## src/rtl/spimsp_defs.vh

```
`ifndef SPIMSP_DEFS_VH
`define SPIMSP_DEFS_VH
`define SPIMSP_M_DIV4     4'h0
`define SPIMSP_M_DIV16    4'h1
`define SPIMSP_M_DIV64    4'h2
`define SPIMSP_M_RELOAD   4'h3
`define SPIMSP_S_SEL      4'h4
`define SPIMSP_S_PLAIN    4'h5
`define SPIMSP_HALF4      8'h01
`define SPIMSP_HALF16     8'h07
`define SPIMSP_HALF64     8'h1f
`define SPIMSP_ST_WMASK   8'hc0
`define SPIMSP_ST_BF      0
`define SPIMSP_ST_SMP     7
`define SPIMSP_ST_CKE     6
`define SPIMSP_C1_WRITE_COLLISION_FLAG    7
`define SPIMSP_C1_OV      6
`define SPIMSP_C1_EN      5
`define SPIMSP_C1_CKP     4
`define SPIMSP_C3_BUFFER_OVERWRITE_ENABLE    4
`define SPIMSP_BITS       4'h8
`endif

```

## src/rtl/spimsp_buf2.v

```verilog
`timescale 1ns/1ns
module spimsp_buf2 #(
    parameter WIDTH = 8
) (
    input  wire             core_clk_i,
    input  wire             resetn_i,
    input  wire             ce_i,
    input  wire             flush_i,
    input  wire             in_valid_i,
    output wire             in_ready_o,
    input  wire [WIDTH-1:0] in_data_i,
    output wire             out_valid_o,
    input  wire             out_ready_i,
    output wire [WIDTH-1:0] out_data_o
);
    reg [WIDTH-1:0] mem0;
    reg [WIDTH-1:0] mem1;
    reg [1:0]       count;
    wire push = in_valid_i & (count != 2'd2);
    wire pop  = out_ready_i & (count != 2'd0);

    assign in_ready_o  = (count != 2'd2);
    assign out_valid_o = (count != 2'd0);
    assign out_data_o  = mem0;

    // ------------------------------------------------
    // Two-entry storage; head is always mem0
    // ------------------------------------------------
    always @(posedge core_clk_i) begin
        if (!resetn_i || (ce_i && flush_i)) begin
            count <= 2'd0;
            mem0  <= {WIDTH{1'b0}};
            mem1  <= {WIDTH{1'b0}};
        end else if (ce_i) begin
            case ({push, pop})
                2'b10: begin
                    if (count == 2'd0) mem0 <= in_data_i;
                    else mem1 <= in_data_i;
                    count <= count + 2'd1;
                end
                2'b01: begin
                    mem0  <= mem1;
                    count <= count - 2'd1;
                end
                2'b11: begin
                    if (count == 2'd1) mem0 <= in_data_i;
                    else begin
                        mem0 <= mem1;
                        mem1 <= in_data_i;
                    end
                end
                default: ;
            endcase
        end
    end
endmodule

```

## src/rtl/spimsp_port.v

```verilog
`timescale 1ns/1ns
`include "spimsp_defs.vh"
module spimsp_port (
    input  wire       core_clk_i,
    input  wire       resetn_i,
    input  wire       ce_i,
    input  wire [7:0] ctl1_wdata_i,
    input  wire       ctl1_we_i,
    input  wire [7:0] ctl3_wdata_i,
    input  wire       ctl3_we_i,
    input  wire [7:0] stat_wdata_i,
    input  wire       stat_we_i,
    input  wire [7:0] reload_wdata_i,
    input  wire       reload_we_i,
    input  wire [7:0] buf_wdata_i,
    input  wire       buf_we_i,
    input  wire       buf_re_i,
    input  wire       sdi_i,
    input  wire       sck_i,
    input  wire       ss_n_i,
    output reg  [7:0] port_control_one_o,
    output reg  [7:0] port_control_three_o,
    output reg  [7:0] port_status_reg_o,
    output reg  [7:0] data_buffer_o,
    output reg        transfer_done_flag_o,
    output reg        sdo_o,
    output reg        sdo_oe_o,
    output reg        sck_o,
    output reg        sck_oe_o,
    output reg        pins_claimed_o
);
    // ------------------------------------------------
    // State
    // ------------------------------------------------
    localparam ST_IDLE = 3'b001;
    localparam ST_LEAD = 3'b010;
    localparam ST_RUN  = 3'b100;

    reg  [7:0] rate_reload_value;
    reg  [7:0] shift_register;
    reg  [3:0] bit_cnt;
    reg  [2:0] state;
    reg  [7:0] div_cnt;
    reg        phase;
    reg        in_bit;
    reg        sck_prev;
    reg        rx_valid;
    reg  [7:0] rx_byte;
    reg  [7:0] half_div;

    wire [3:0] mode  = port_control_one_o[3:0];
    wire       en    = port_control_one_o[`SPIMSP_C1_EN];
    wire       clock_idle_polarity   = port_control_one_o[`SPIMSP_C1_CKP];
    wire       write_collision_flag  = port_control_one_o[`SPIMSP_C1_WRITE_COLLISION_FLAG];
    wire       cke   = port_status_reg_o[`SPIMSP_ST_CKE];
    wire       input_sample_phase   = port_status_reg_o[`SPIMSP_ST_SMP];
    wire       bf    = port_status_reg_o[`SPIMSP_ST_BF];
    wire       buffer_overwrite_enable  = port_control_three_o[`SPIMSP_C3_BUFFER_OVERWRITE_ENABLE];
    wire       master = (mode == `SPIMSP_M_DIV4) | (mode == `SPIMSP_M_DIV16)
                      | (mode == `SPIMSP_M_DIV64)
                      | (mode == `SPIMSP_M_RELOAD);
    wire       ss_mode = (mode == `SPIMSP_S_SEL);
    wire       ss_off  = ss_mode & ss_n_i;
    wire       port_rst = ~en | ss_off;
    wire       busy     = (bit_cnt != 4'h0) | (state != ST_IDLE);
    wire       buf_ok   = ~busy & ~write_collision_flag & (~bf | buffer_overwrite_enable);
    wire       load     = en & buf_we_i & buf_ok;
    wire       coll     = en & buf_we_i & ~buf_ok & busy;

    // Slave edges from the synchronous clock pin
    wire sck_rise  = sck_i & ~sck_prev;
    wire sck_fall  = ~sck_i & sck_prev;
    wire lead_edge = clock_idle_polarity ? sck_fall : sck_rise;
    wire trail_edge = clock_idle_polarity ? sck_rise : sck_fall;
    // Edge bit set: data out leads, so input is taken on the leading edge
    wire s_sample  = cke ? lead_edge : trail_edge;
    wire s_shift   = cke ? trail_edge : lead_edge;

    wire tick      = (div_cnt == half_div);
    wire m_last    = (bit_cnt == `SPIMSP_BITS) & phase;
    wire s_last    = ~master & s_sample & (bit_cnt == 4'h7);
    wire byte_done = (master ? (state == ST_RUN & tick & m_last)
                             : s_last) & en & ~ss_off;

    wire       fifo_in_ready;
    wire       fifo_out_valid;
    wire [7:0] fifo_out_data;
    reg  [7:0] rx_next;
    reg        drain;

    // ------------------------------------------------
    // Rate select
    // ------------------------------------------------
    always @* begin
        case (mode)
            `SPIMSP_M_DIV4:   half_div = `SPIMSP_HALF4;
            `SPIMSP_M_DIV16:  half_div = `SPIMSP_HALF16;
            `SPIMSP_M_DIV64:  half_div = `SPIMSP_HALF64;
            default: half_div = {rate_reload_value[6:0], 1'b1};
        endcase
    end

    always @* begin
        // Master samples mid bit or at end per phase bit
        rx_next = {shift_register[6:0], in_bit};
        drain = ~bf | buffer_overwrite_enable;
    end

    // ------------------------------------------------
    // Register file
    // ------------------------------------------------
    always @(posedge core_clk_i) begin
        if (!resetn_i) begin
            port_control_one_o   <= 8'h00;
            port_control_three_o <= 8'h00;
            port_status_reg_o    <= 8'h00;
            rate_reload_value    <= 8'h00;
            data_buffer_o        <= 8'h00;
            transfer_done_flag_o <= 1'b0;
            pins_claimed_o       <= 1'b0;
        end else if (ce_i) begin
            pins_claimed_o <= en;
            if (ctl1_we_i)
                port_control_one_o <= ctl1_wdata_i;
            if (coll)
                port_control_one_o[`SPIMSP_C1_WRITE_COLLISION_FLAG] <= 1'b1;
            if (ctl3_we_i)
                port_control_three_o <= ctl3_wdata_i;
            if (stat_we_i)
                port_status_reg_o <= (stat_wdata_i & `SPIMSP_ST_WMASK)
                    | (port_status_reg_o & ~`SPIMSP_ST_WMASK);
            if (reload_we_i)
                rate_reload_value <= reload_wdata_i;
            if (buf_re_i)
                port_status_reg_o[`SPIMSP_ST_BF] <= 1'b0;
            transfer_done_flag_o <= 1'b0;
            if (load)
                data_buffer_o <= buf_wdata_i;
            else if (fifo_out_valid && drain) begin
                data_buffer_o <= fifo_out_data;
                port_status_reg_o[`SPIMSP_ST_BF] <= 1'b1;
                transfer_done_flag_o <= 1'b1;
            end
        end
    end

    // ------------------------------------------------
    // Shift engine
    // ------------------------------------------------
    always @(posedge core_clk_i) begin
        if (!resetn_i) begin
            shift_register <= 8'h00;
            bit_cnt  <= 4'h0;
            state    <= ST_IDLE;
            div_cnt  <= 8'h00;
            phase    <= 1'b0;
            in_bit   <= 1'b0;
            sck_prev <= 1'b0;
            sck_o    <= 1'b0;
            sck_oe_o <= 1'b0;
            sdo_o    <= 1'b0;
            sdo_oe_o <= 1'b0;
            rx_valid <= 1'b0;
            rx_byte  <= 8'h00;
        end else if (ce_i) begin
            sck_prev <= sck_i;
            sck_oe_o <= en & master;
            sdo_oe_o <= en & ~ss_off;
            sdo_o    <= shift_register[7];
            if (fifo_in_ready)
                rx_valid <= 1'b0;
            if (port_rst) begin
                bit_cnt <= 4'h0;
                state   <= ST_IDLE;
                div_cnt <= 8'h00;
                phase   <= 1'b0;
                sck_o   <= clock_idle_polarity;
            end else if (load) begin
                shift_register <= buf_wdata_i;
                div_cnt <= 8'h00;
                phase   <= 1'b0;
                bit_cnt <= master ? 4'h0 : bit_cnt;
                state   <= master ? (cke ? ST_RUN : ST_LEAD) : ST_IDLE;
                sck_o   <= clock_idle_polarity;
            end else if (master) begin
                // Idle level follows polarity bit changed while enabled
                if (state == ST_IDLE)
                    sck_o <= clock_idle_polarity;
                // A full two-entry receive buffer or a pending byte stops the clock before overrun
                if (state != ST_IDLE && fifo_in_ready && !rx_valid) begin
                    div_cnt <= tick ? 8'h00 : div_cnt + 8'h01;
                    if (tick) begin
                        case (state)
                            ST_LEAD: begin
                                sck_o   <= ~sck_o;
                                state   <= ST_RUN;
                                bit_cnt <= 4'h1;
                                phase   <= 1'b1;
                                if (!input_sample_phase) in_bit <= sdi_i;
                            end
                            ST_RUN: begin
                                if (m_last) begin
                                    state   <= ST_IDLE;
                                    bit_cnt <= 4'h0;
                                    sck_o   <= clock_idle_polarity;
                                    if (input_sample_phase) in_bit <= sdi_i;
                                    rx_byte <= {shift_register[6:0],
                                                input_sample_phase ? sdi_i : in_bit};
                                    rx_valid <= 1'b1;
                                end else begin
                                    sck_o <= ~sck_o;
                                    phase <= ~phase;
                                    if (!phase) begin
                                        bit_cnt <= bit_cnt + 4'h1;
                                        if (!input_sample_phase) in_bit <= sdi_i;
                                    end else begin
                                        if (input_sample_phase) in_bit <= sdi_i;
                                        shift_register <= input_sample_phase
                                            ? {shift_register[6:0], sdi_i}
                                            : rx_next;
                                    end
                                end
                            end
                            default: state <= ST_IDLE;
                        endcase
                    end
                end
            end else begin
                // Slave: external clock edges, taken only while ce_i is high
                if (s_sample) begin
                    shift_register <= {shift_register[6:0], sdi_i};
                    if (bit_cnt == 4'h7) begin
                        bit_cnt  <= 4'h0;
                        rx_byte  <= {shift_register[6:0], sdi_i};
                        rx_valid <= 1'b1;
                    end else
                        bit_cnt <= bit_cnt + 4'h1;
                end
            end
        end
    end

    spimsp_buf2 #(
        .WIDTH(8)
    ) u_rxbuf (
        .core_clk_i  (core_clk_i),
        .resetn_i    (resetn_i),
        .ce_i        (ce_i),
        .flush_i     (~en),
        .in_valid_i  (rx_valid & ~byte_done),
        .in_ready_o  (fifo_in_ready),
        .in_data_i   (rx_byte),
        .out_valid_o (fifo_out_valid),
        .out_ready_i (drain & ~load),
        .out_data_o  (fifo_out_data)
    );
endmodule

```

## config.mk

```make
export PLATFORM = sky130hd
export DESIGN_NAME = spimsp_port
export DESIGN_NICKNAME = d
export VERILOG_FILES = /design/src/rtl/spimsp_buf2.v /design/src/rtl/spimsp_port.v
export VERILOG_INCLUDE_DIRS = /design/src /design/src/rtl
export SDC_FILE = /design/constraint.sdc
export NUM_CORES = 1
export LEC_CHECK = 0
export BUFFER_PORTS_ARGS = -buffer_cell sky130_fd_sc_hd__buf_2
export CAP_MARGIN = 20
export CORE_MARGIN = 4
export CORE_UTILIZATION = 42
export DETAILED_ROUTE_END_ITERATION = 8
export GPL_ROUTABILITY_DRIVEN = 0
export PLACE_DENSITY = 0.74
export REMOVE_ABC_BUFFERS = 1
export SYNTH_ARGS = -nofsm -noshare
export SYNTH_HDL_FRONTEND = slang
export SYNTH_SLANG_ARGS = --single-unit
```

## constraint.sdc

```tcl
create_clock -name core_clk_i -period 9.5 [get_ports core_clk_i]
set_input_delay 1.9 -clock core_clk_i [delete_from_list [all_inputs] [get_ports core_clk_i]]
set_output_delay 1.9 -clock core_clk_i [all_outputs]
set_load 0.005 [all_outputs]
```

After elaboration in Yosys (flattened, before gate mapping)
Cells that the tools add are included.
- register bits after elaboration: 98
- latch bits: 0
- RAM bits: 0
- ROM bits: 0
- input port bits: 52
- output and inout bits: 38
- memories: 0
- $add $sub $neg: 4
- multiply operators: 0
- div/mod/pow operators: 0
- $lt $le $gt $ge: 0
- eq/ne operators: 35
- shifts and indexed selects: 0
- muxes and demuxes: 93
- bitwise logic cells: 43
- reductions and logical operators: 42
- operator list (kind ; count):
    $mux 8 ; 27
    $pmux 8 s3 ; 2
    $mux 4 ; 10
    $mux 1 ; 39
    $mux 3 ; 8
    $and 1x1->1 ; 22
    $reduce_bool 3->1 ; 6
    $pmux 8 s2 ; 1
    $reduce_and 2->1 ; 8
    $reduce_bool 2->1 ; 8
    $not 1->1 ; 14
    $reduce_and 7->1 ; 2
    $ne 3x1->1 const B ; 4
    $ne 2x1->1 const B ; 5
    $reduce_and 9->1 ; 1
    $add 8x1->8 const B ; 1
    $eq 4x2->1 const B ; 2
    $eq 4x3->1 const B ; 2
    $eq 8x8->1 ; 1
    $ne 4x1->1 const B ; 2
    $ne 4x4->1 const B ; 2
    $or 8x6->8 ; 1
    $pmux 4 s2 ; 1
    $reduce_and 8->1 ; 1
    other kinds (29) ; 47

Longest topological paths before layout
- word-level depth: 16
- gate-level depth with buffers: 13

By module
Synthesis repeated with hierarchy kept, for this count alone.
- cells, all modules: 602
- area total of the unflattened synthesis: 4991.0 sq um
- by module, submodules not included (module ; instances ; cells each ; area each (sq um) ; sequential area each (sq um)):
    spimsp_port ; 1 ; 480 ; 3887.5 ; 1501.4
    spimsp_buf2 ; 1 ; 122 ; 1103.6 ; 360.3

Worst setup path after synthesis
OpenSTA, ideal clock, no wires.
- path kind: input -> register
- start: in buf_we_i
- end: reg u_rxbuf.mem1[0]
- library setup time: 0.128 ns
- arrival: 3.906 ns
- data required time: 9.372 ns
- setup slack: 5.467 ns
- stages: 8
- path buffers: 1
- cell sequence: nand3b_1 nor4_1 clkbuf_1 nor3_1 ha_1 o2111ai_1 mux2i_1 nor2_1
- cells in the longest elaborated chain, start to end: 8
- ends and longest elaborated chain (item ; line ; RTL):
    start, declared ; spimsp_port.v:16 ; input wire buf_we_i,
    $and 1x1->1 * (2 in series) ; spimsp_port.v:67 ; wire load = en & buf_we_i & buf_ok;
    $not 1->1 (no source line) * ; -- ;
    $and 1x1->1 * ; spimsp_port.v:254 ; .out_ready_i (drain & ~load),
    $and 1x1->1 * ; spimsp_buf2.v:20 ; wire pop = out_ready_i & (count != 2'd0);
    $eq 2x2->1 ; spimsp_buf2.v:35 ; case ({push, pop})
    $ne 2x2->1 (no source line) / $reduce_bool 2->1 (equally long branches) ; -- ;
    $reduce_and 4->1 (no source line) ; -- ;
    end signal, assigned ; spimsp_buf2.v:33 ; mem1 <= {WIDTH{1'b0}};
    end signal, assigned ; spimsp_buf2.v:38 ; else mem1 <= in_data_i;
    end signal, assigned ; spimsp_buf2.v:49 ; mem1 <= in_data_i;
    end, declared ; spimsp_buf2.v:17 ; reg [WIDTH-1:0] mem1;
Every way passes the cells marked *; elsewhere a longest branch is shown, timed or not.
A chain may end at the register's enable or synchronous reset.

Final worst setup path
- start: in ss_n_i
- end: reg u_rxbuf.mem0[3], in the netlist u_rxbuf.out_data_o[3]
- cells in the longest elaborated chain, start to end: 9
- ends and longest elaborated chain (item ; line ; RTL):
    start, declared ; spimsp_port.v:20 ; input wire ss_n_i,
    $and 1x1->1 * ; spimsp_port.v:63 ; wire ss_off = ss_mode & ss_n_i;
    $not 1->1 * ; spimsp_port.v:83 ; : s_last) & en & ~ss_off;
    $and 1x1->1 * ; spimsp_port.v:83 ;
    $not 1->1 * ; spimsp_port.v:250 ; .in_valid_i (rx_valid & ~byte_done),
    $and 1x1->1 * ; spimsp_port.v:250 ;
    $and 1x1->1 * ; spimsp_buf2.v:19 ; wire push = in_valid_i & (count != 2'd2);
    $eq 2x2->1 / $eq 2x1->1 (equally long branches) ; spimsp_buf2.v:35 ;
    $ne 2x1->1 (no source line) / $reduce_bool 3->1 (equally long branches) ; -- ;
    $reduce_and 3->1 (no source line) ; -- ;
    end signal, assigned ; spimsp_buf2.v:32 ; mem0 <= {WIDTH{1'b0}};
    end signal, assigned ; spimsp_buf2.v:37 ; if (count == 2'd0) mem0 <= in_data_i;
    end signal, assigned ; spimsp_buf2.v:42 ; mem0 <= mem1;
    end, declared ; spimsp_buf2.v:16 ; reg [WIDTH-1:0] mem0;
Marks and branches as above.

==> results.txt <==
DRC = 0
Tot GR Track Use = 18.48%
launching point of the worst reg2reg path = port_control_one_o[3]
FF-to-FF End = u_rxbuf.out_data_o[3]
clock-pin slew on the worst setup and hold paths = 0.09 ns
initial antenna violation count = 0
FF-to-FF setup slack = 5.85 ns
worst-margin pin slew = 0.9974 ns
clock skew = 0.01252 ns
Fin. Hold Viols = 0
yosys warns = 0
setup_tns = 0 ns
row count = 38
share of cells above drive strength 1 = 19.01%
Hold-fix buffers, CTS = 0
routed wire length = 11.58 mm
Routed Antenna Nets = 0
Filler cells = 1019
Area Overhead vs Synth = 14.65%
Final min period = 4.302 ns
Slew headroom = 33.26%
Primary FF master, synth = dfxtp_1
Final Max Slew Viols = 0
fraction of registers with async set/reset = 0%
total CTS buffers = 9
postcts setup bufs = 0
initial core utilization = 43.07%
crit end category = register
number of global-route vias before repair = 4181
Final period util = 45.28%
synthesized area per cell = 8.389 sq um
synthesized area = 0.004689 sq mm
worst IR drop on VDD = 0.06166 mV
DIE AREA = 0.01292 sq mm
count of state elements after synthesis = 93
hold crit path type = register to register
WL/cell = 15.12 um
worst hold start = port_control_one_o[6]
Max-Cap Viols = 0
P per Cell Area = 141.0 mW/mm^2
first-pass GRT wire length = 19.44 mm
clock root buffer = clkbuf_8
Final Core Density = 49.38%
CTS max path bufs = 2
via/cell ratio = 5.529
Finished Layout Cells = 766
Final nets = 683
EDFF count, synth = 0
Clk Latency, worst-skew pair = 0.37 ns
Switch Pwr = 186.5 uW
total gr overflow = 0
commonest cells after routing, fill and taps aside = dfxtp_1, nand2_1, buf_2
total number of vias = 4235
clock network power share = 37.8%
f_max = 232.5 MHz
HPWL Detailed = 8.244 mm
P_leak = 2.118 nW
CORE AREA = 0.01089 sq mm
placed cells = 749
largest net degree at the start of global routing = 49
worst setup path startpoint = ss_n_i
count of cell types in the netlist = 65
worst-path fanout max = 8
Critical Path RT = 9.80 ns
Place WS = 4.845 ns
Worst Setup EP = u_rxbuf.out_data_o[3]
Worst Reg-to-Reg Cells = 10
Post-Synthesis Cells = 559
part of the power in registers = 53.2%
clk sinks = 93
Critical Path Start Type = input port
power share of the combinational group = 9.0%
H-tree levels = 3
sequential area share after synthesis = 39.70%
drt pass-1 iters = 5
Post-CTS Resized = 0
CTS tree = built
arrival time worst endpoint = 4.60 ns
outcome = finished clean
# IOs = 90
Die Y = 113.7 um
RSZ-0062 raised after global routing = no
antenna diode count = 0
kind of critical path = input port to register
I/O Buffers = 77
P_int = 571.8 uW
commonest non-fill, non-tap cell in the layout = dfxtp_1
DRT iter0 DRCs = 324
switching fraction of total power = 24.60%
Final Setup Violations = 0
Die W = 113.7 um
final setup margin = 5.198 ns
[cell usage after synthesis, types with 4 or more instances]
cell       n  area (sq um)
a211oi_1   6         45.04
a21boi_0  14         105.1
a21o_1     4         30.03
a21oi_1   27         135.1
a221oi_1   8         70.07
a311oi_1  14         122.6
buf_4      5         37.54
buf_6      4         45.04
clkbuf_1  23         86.33
dfxtp_1   93          1862
ha_1       9         112.6
inv_1     12         45.04
mux2i_1   28         280.3
nand2_1   90         337.8
nand3_1   33         165.2
nand3b_1   7         52.55
nand4_1    7         43.79
nor2_1    58         217.7
nor2b_1   10         62.56
nor3_1    10         50.05
nor3_2     8         80.08
o21ai_0   18         90.09
xnor2_1    7         61.31
xor2_1     7         61.31
[flip-flops by register name, summed over array words and instances, names as in the netlist]
signal and cells:
u_rxbuf.mem1 8, sck_oe_o 1, phase 1, state 3, sck_o 1, sck_prev 1
u_rxbuf.out_data_o 8, port_control_three_o 8, div_cnt 8, transfer_done_flag_o 1, u_rxbuf.count 2, data_buffer_o 8
port_status_reg_o 3, in_bit 1, port_control_one_o 8, sdo_oe_o 1, rx_valid 1, shift_register 8
bit_cnt 4, rate_reload_value 7, pins_claimed_o 1, rx_byte 8, sdo_o 1
[worst max-delay path, cell delays in order]
cell      delay [ns]
buf_2           0.08
nand2_1         0.07
o41ai_1         0.73
o311ai_0        0.31
a21oi_1         0.31
inv_1           0.08
ha_1            0.22
o21ai_1         0.55
a221oi_1        0.24
nor3_2          0.14
[worst min path at each step]
stage,to,slack (ns),depth (start not counted)
floorplan,rate_reload_value[6],0.44,2
global placement,in_bit,0.45,2
detailed placement,port_control_one_o[7],0.45,2
CTS,port_control_one_o[6],0.46,2
global route,port_control_three_o[7],0.47,2
finish,port_control_one_o[6],0.46,2
[area by class of cell]
type                       instances  area [sq um]  area share [%]
multi-input combinational        420          2609           48.52
sequential                        93          1862           34.63
timing repair buffer              85         469.2           8.727
tap                              140         175.2           3.258
clock buffer                      10         127.6           2.374
clock inverter                     5         85.08           1.582
inverter                          13         48.80          0.9076
[logic make-up (layout without fill, tap and decap cells)]
family | Yosys count | count (layout) | share of synthesized area (%)
fa+ha+maj | 9 | 9 | 2.401
buf+inv | 50 | 113 | 5.123
other cells | 1 | 5 | 0.07997
simple gates | 249 | 249 | 26.20
compound gates | 115 | 115 | 17.90
flops | 93 | 93 | 39.70
xor+xnor | 14 | 14 | 2.615
mux | 28 | 28 | 5.977
[power groups by stage]
stage / Combinational (mW) / Clock (mW) / Sequential (mW)
2_1_floorplan: 0.0342 / 0 / 0.411
3_3_place_gp: 0.0651 / 0 / 0.412
3_5_place_dp: 0.0682 / 0 / 0.412
4_1_cts: 0.0684 / 0.291 / 0.403
5_1_grt: 0.0761 / 0.308 / 0.405
6_report: 0.0682 / 0.287 / 0.403
[routing by layer]
metal  wire (um)  share of wire (%)  up-vias  GRT usage (%)
li1            -                  -     2099              -
met1        5067                 44     2005          22.51
met2        5700                 49      115          32.31
met3         604                5.2       16          3.660
met4         211                1.8        0          6.651
met5           0                  0        -              0
[per-stage QoR]
| step | total power [mW] | cell area, sq um | hold WS (ns) |
|---|---|---|---|
| after floorplan | 0.4456 | 4513 | 0.4363 |
| after global placement | 0.4773 | 5110 | 0.4474 |
| after detailed placement | 0.4806 | 5149 | 0.4506 |
| after CTS | 0.7627 | 5361 | 0.4628 |
| after global routing | 0.7890 | 5376 | 0.4743 |
| final | 0.7583 | 5376 | 0.4583 |
Note: power is estimated with default switching activity, not from simulation.
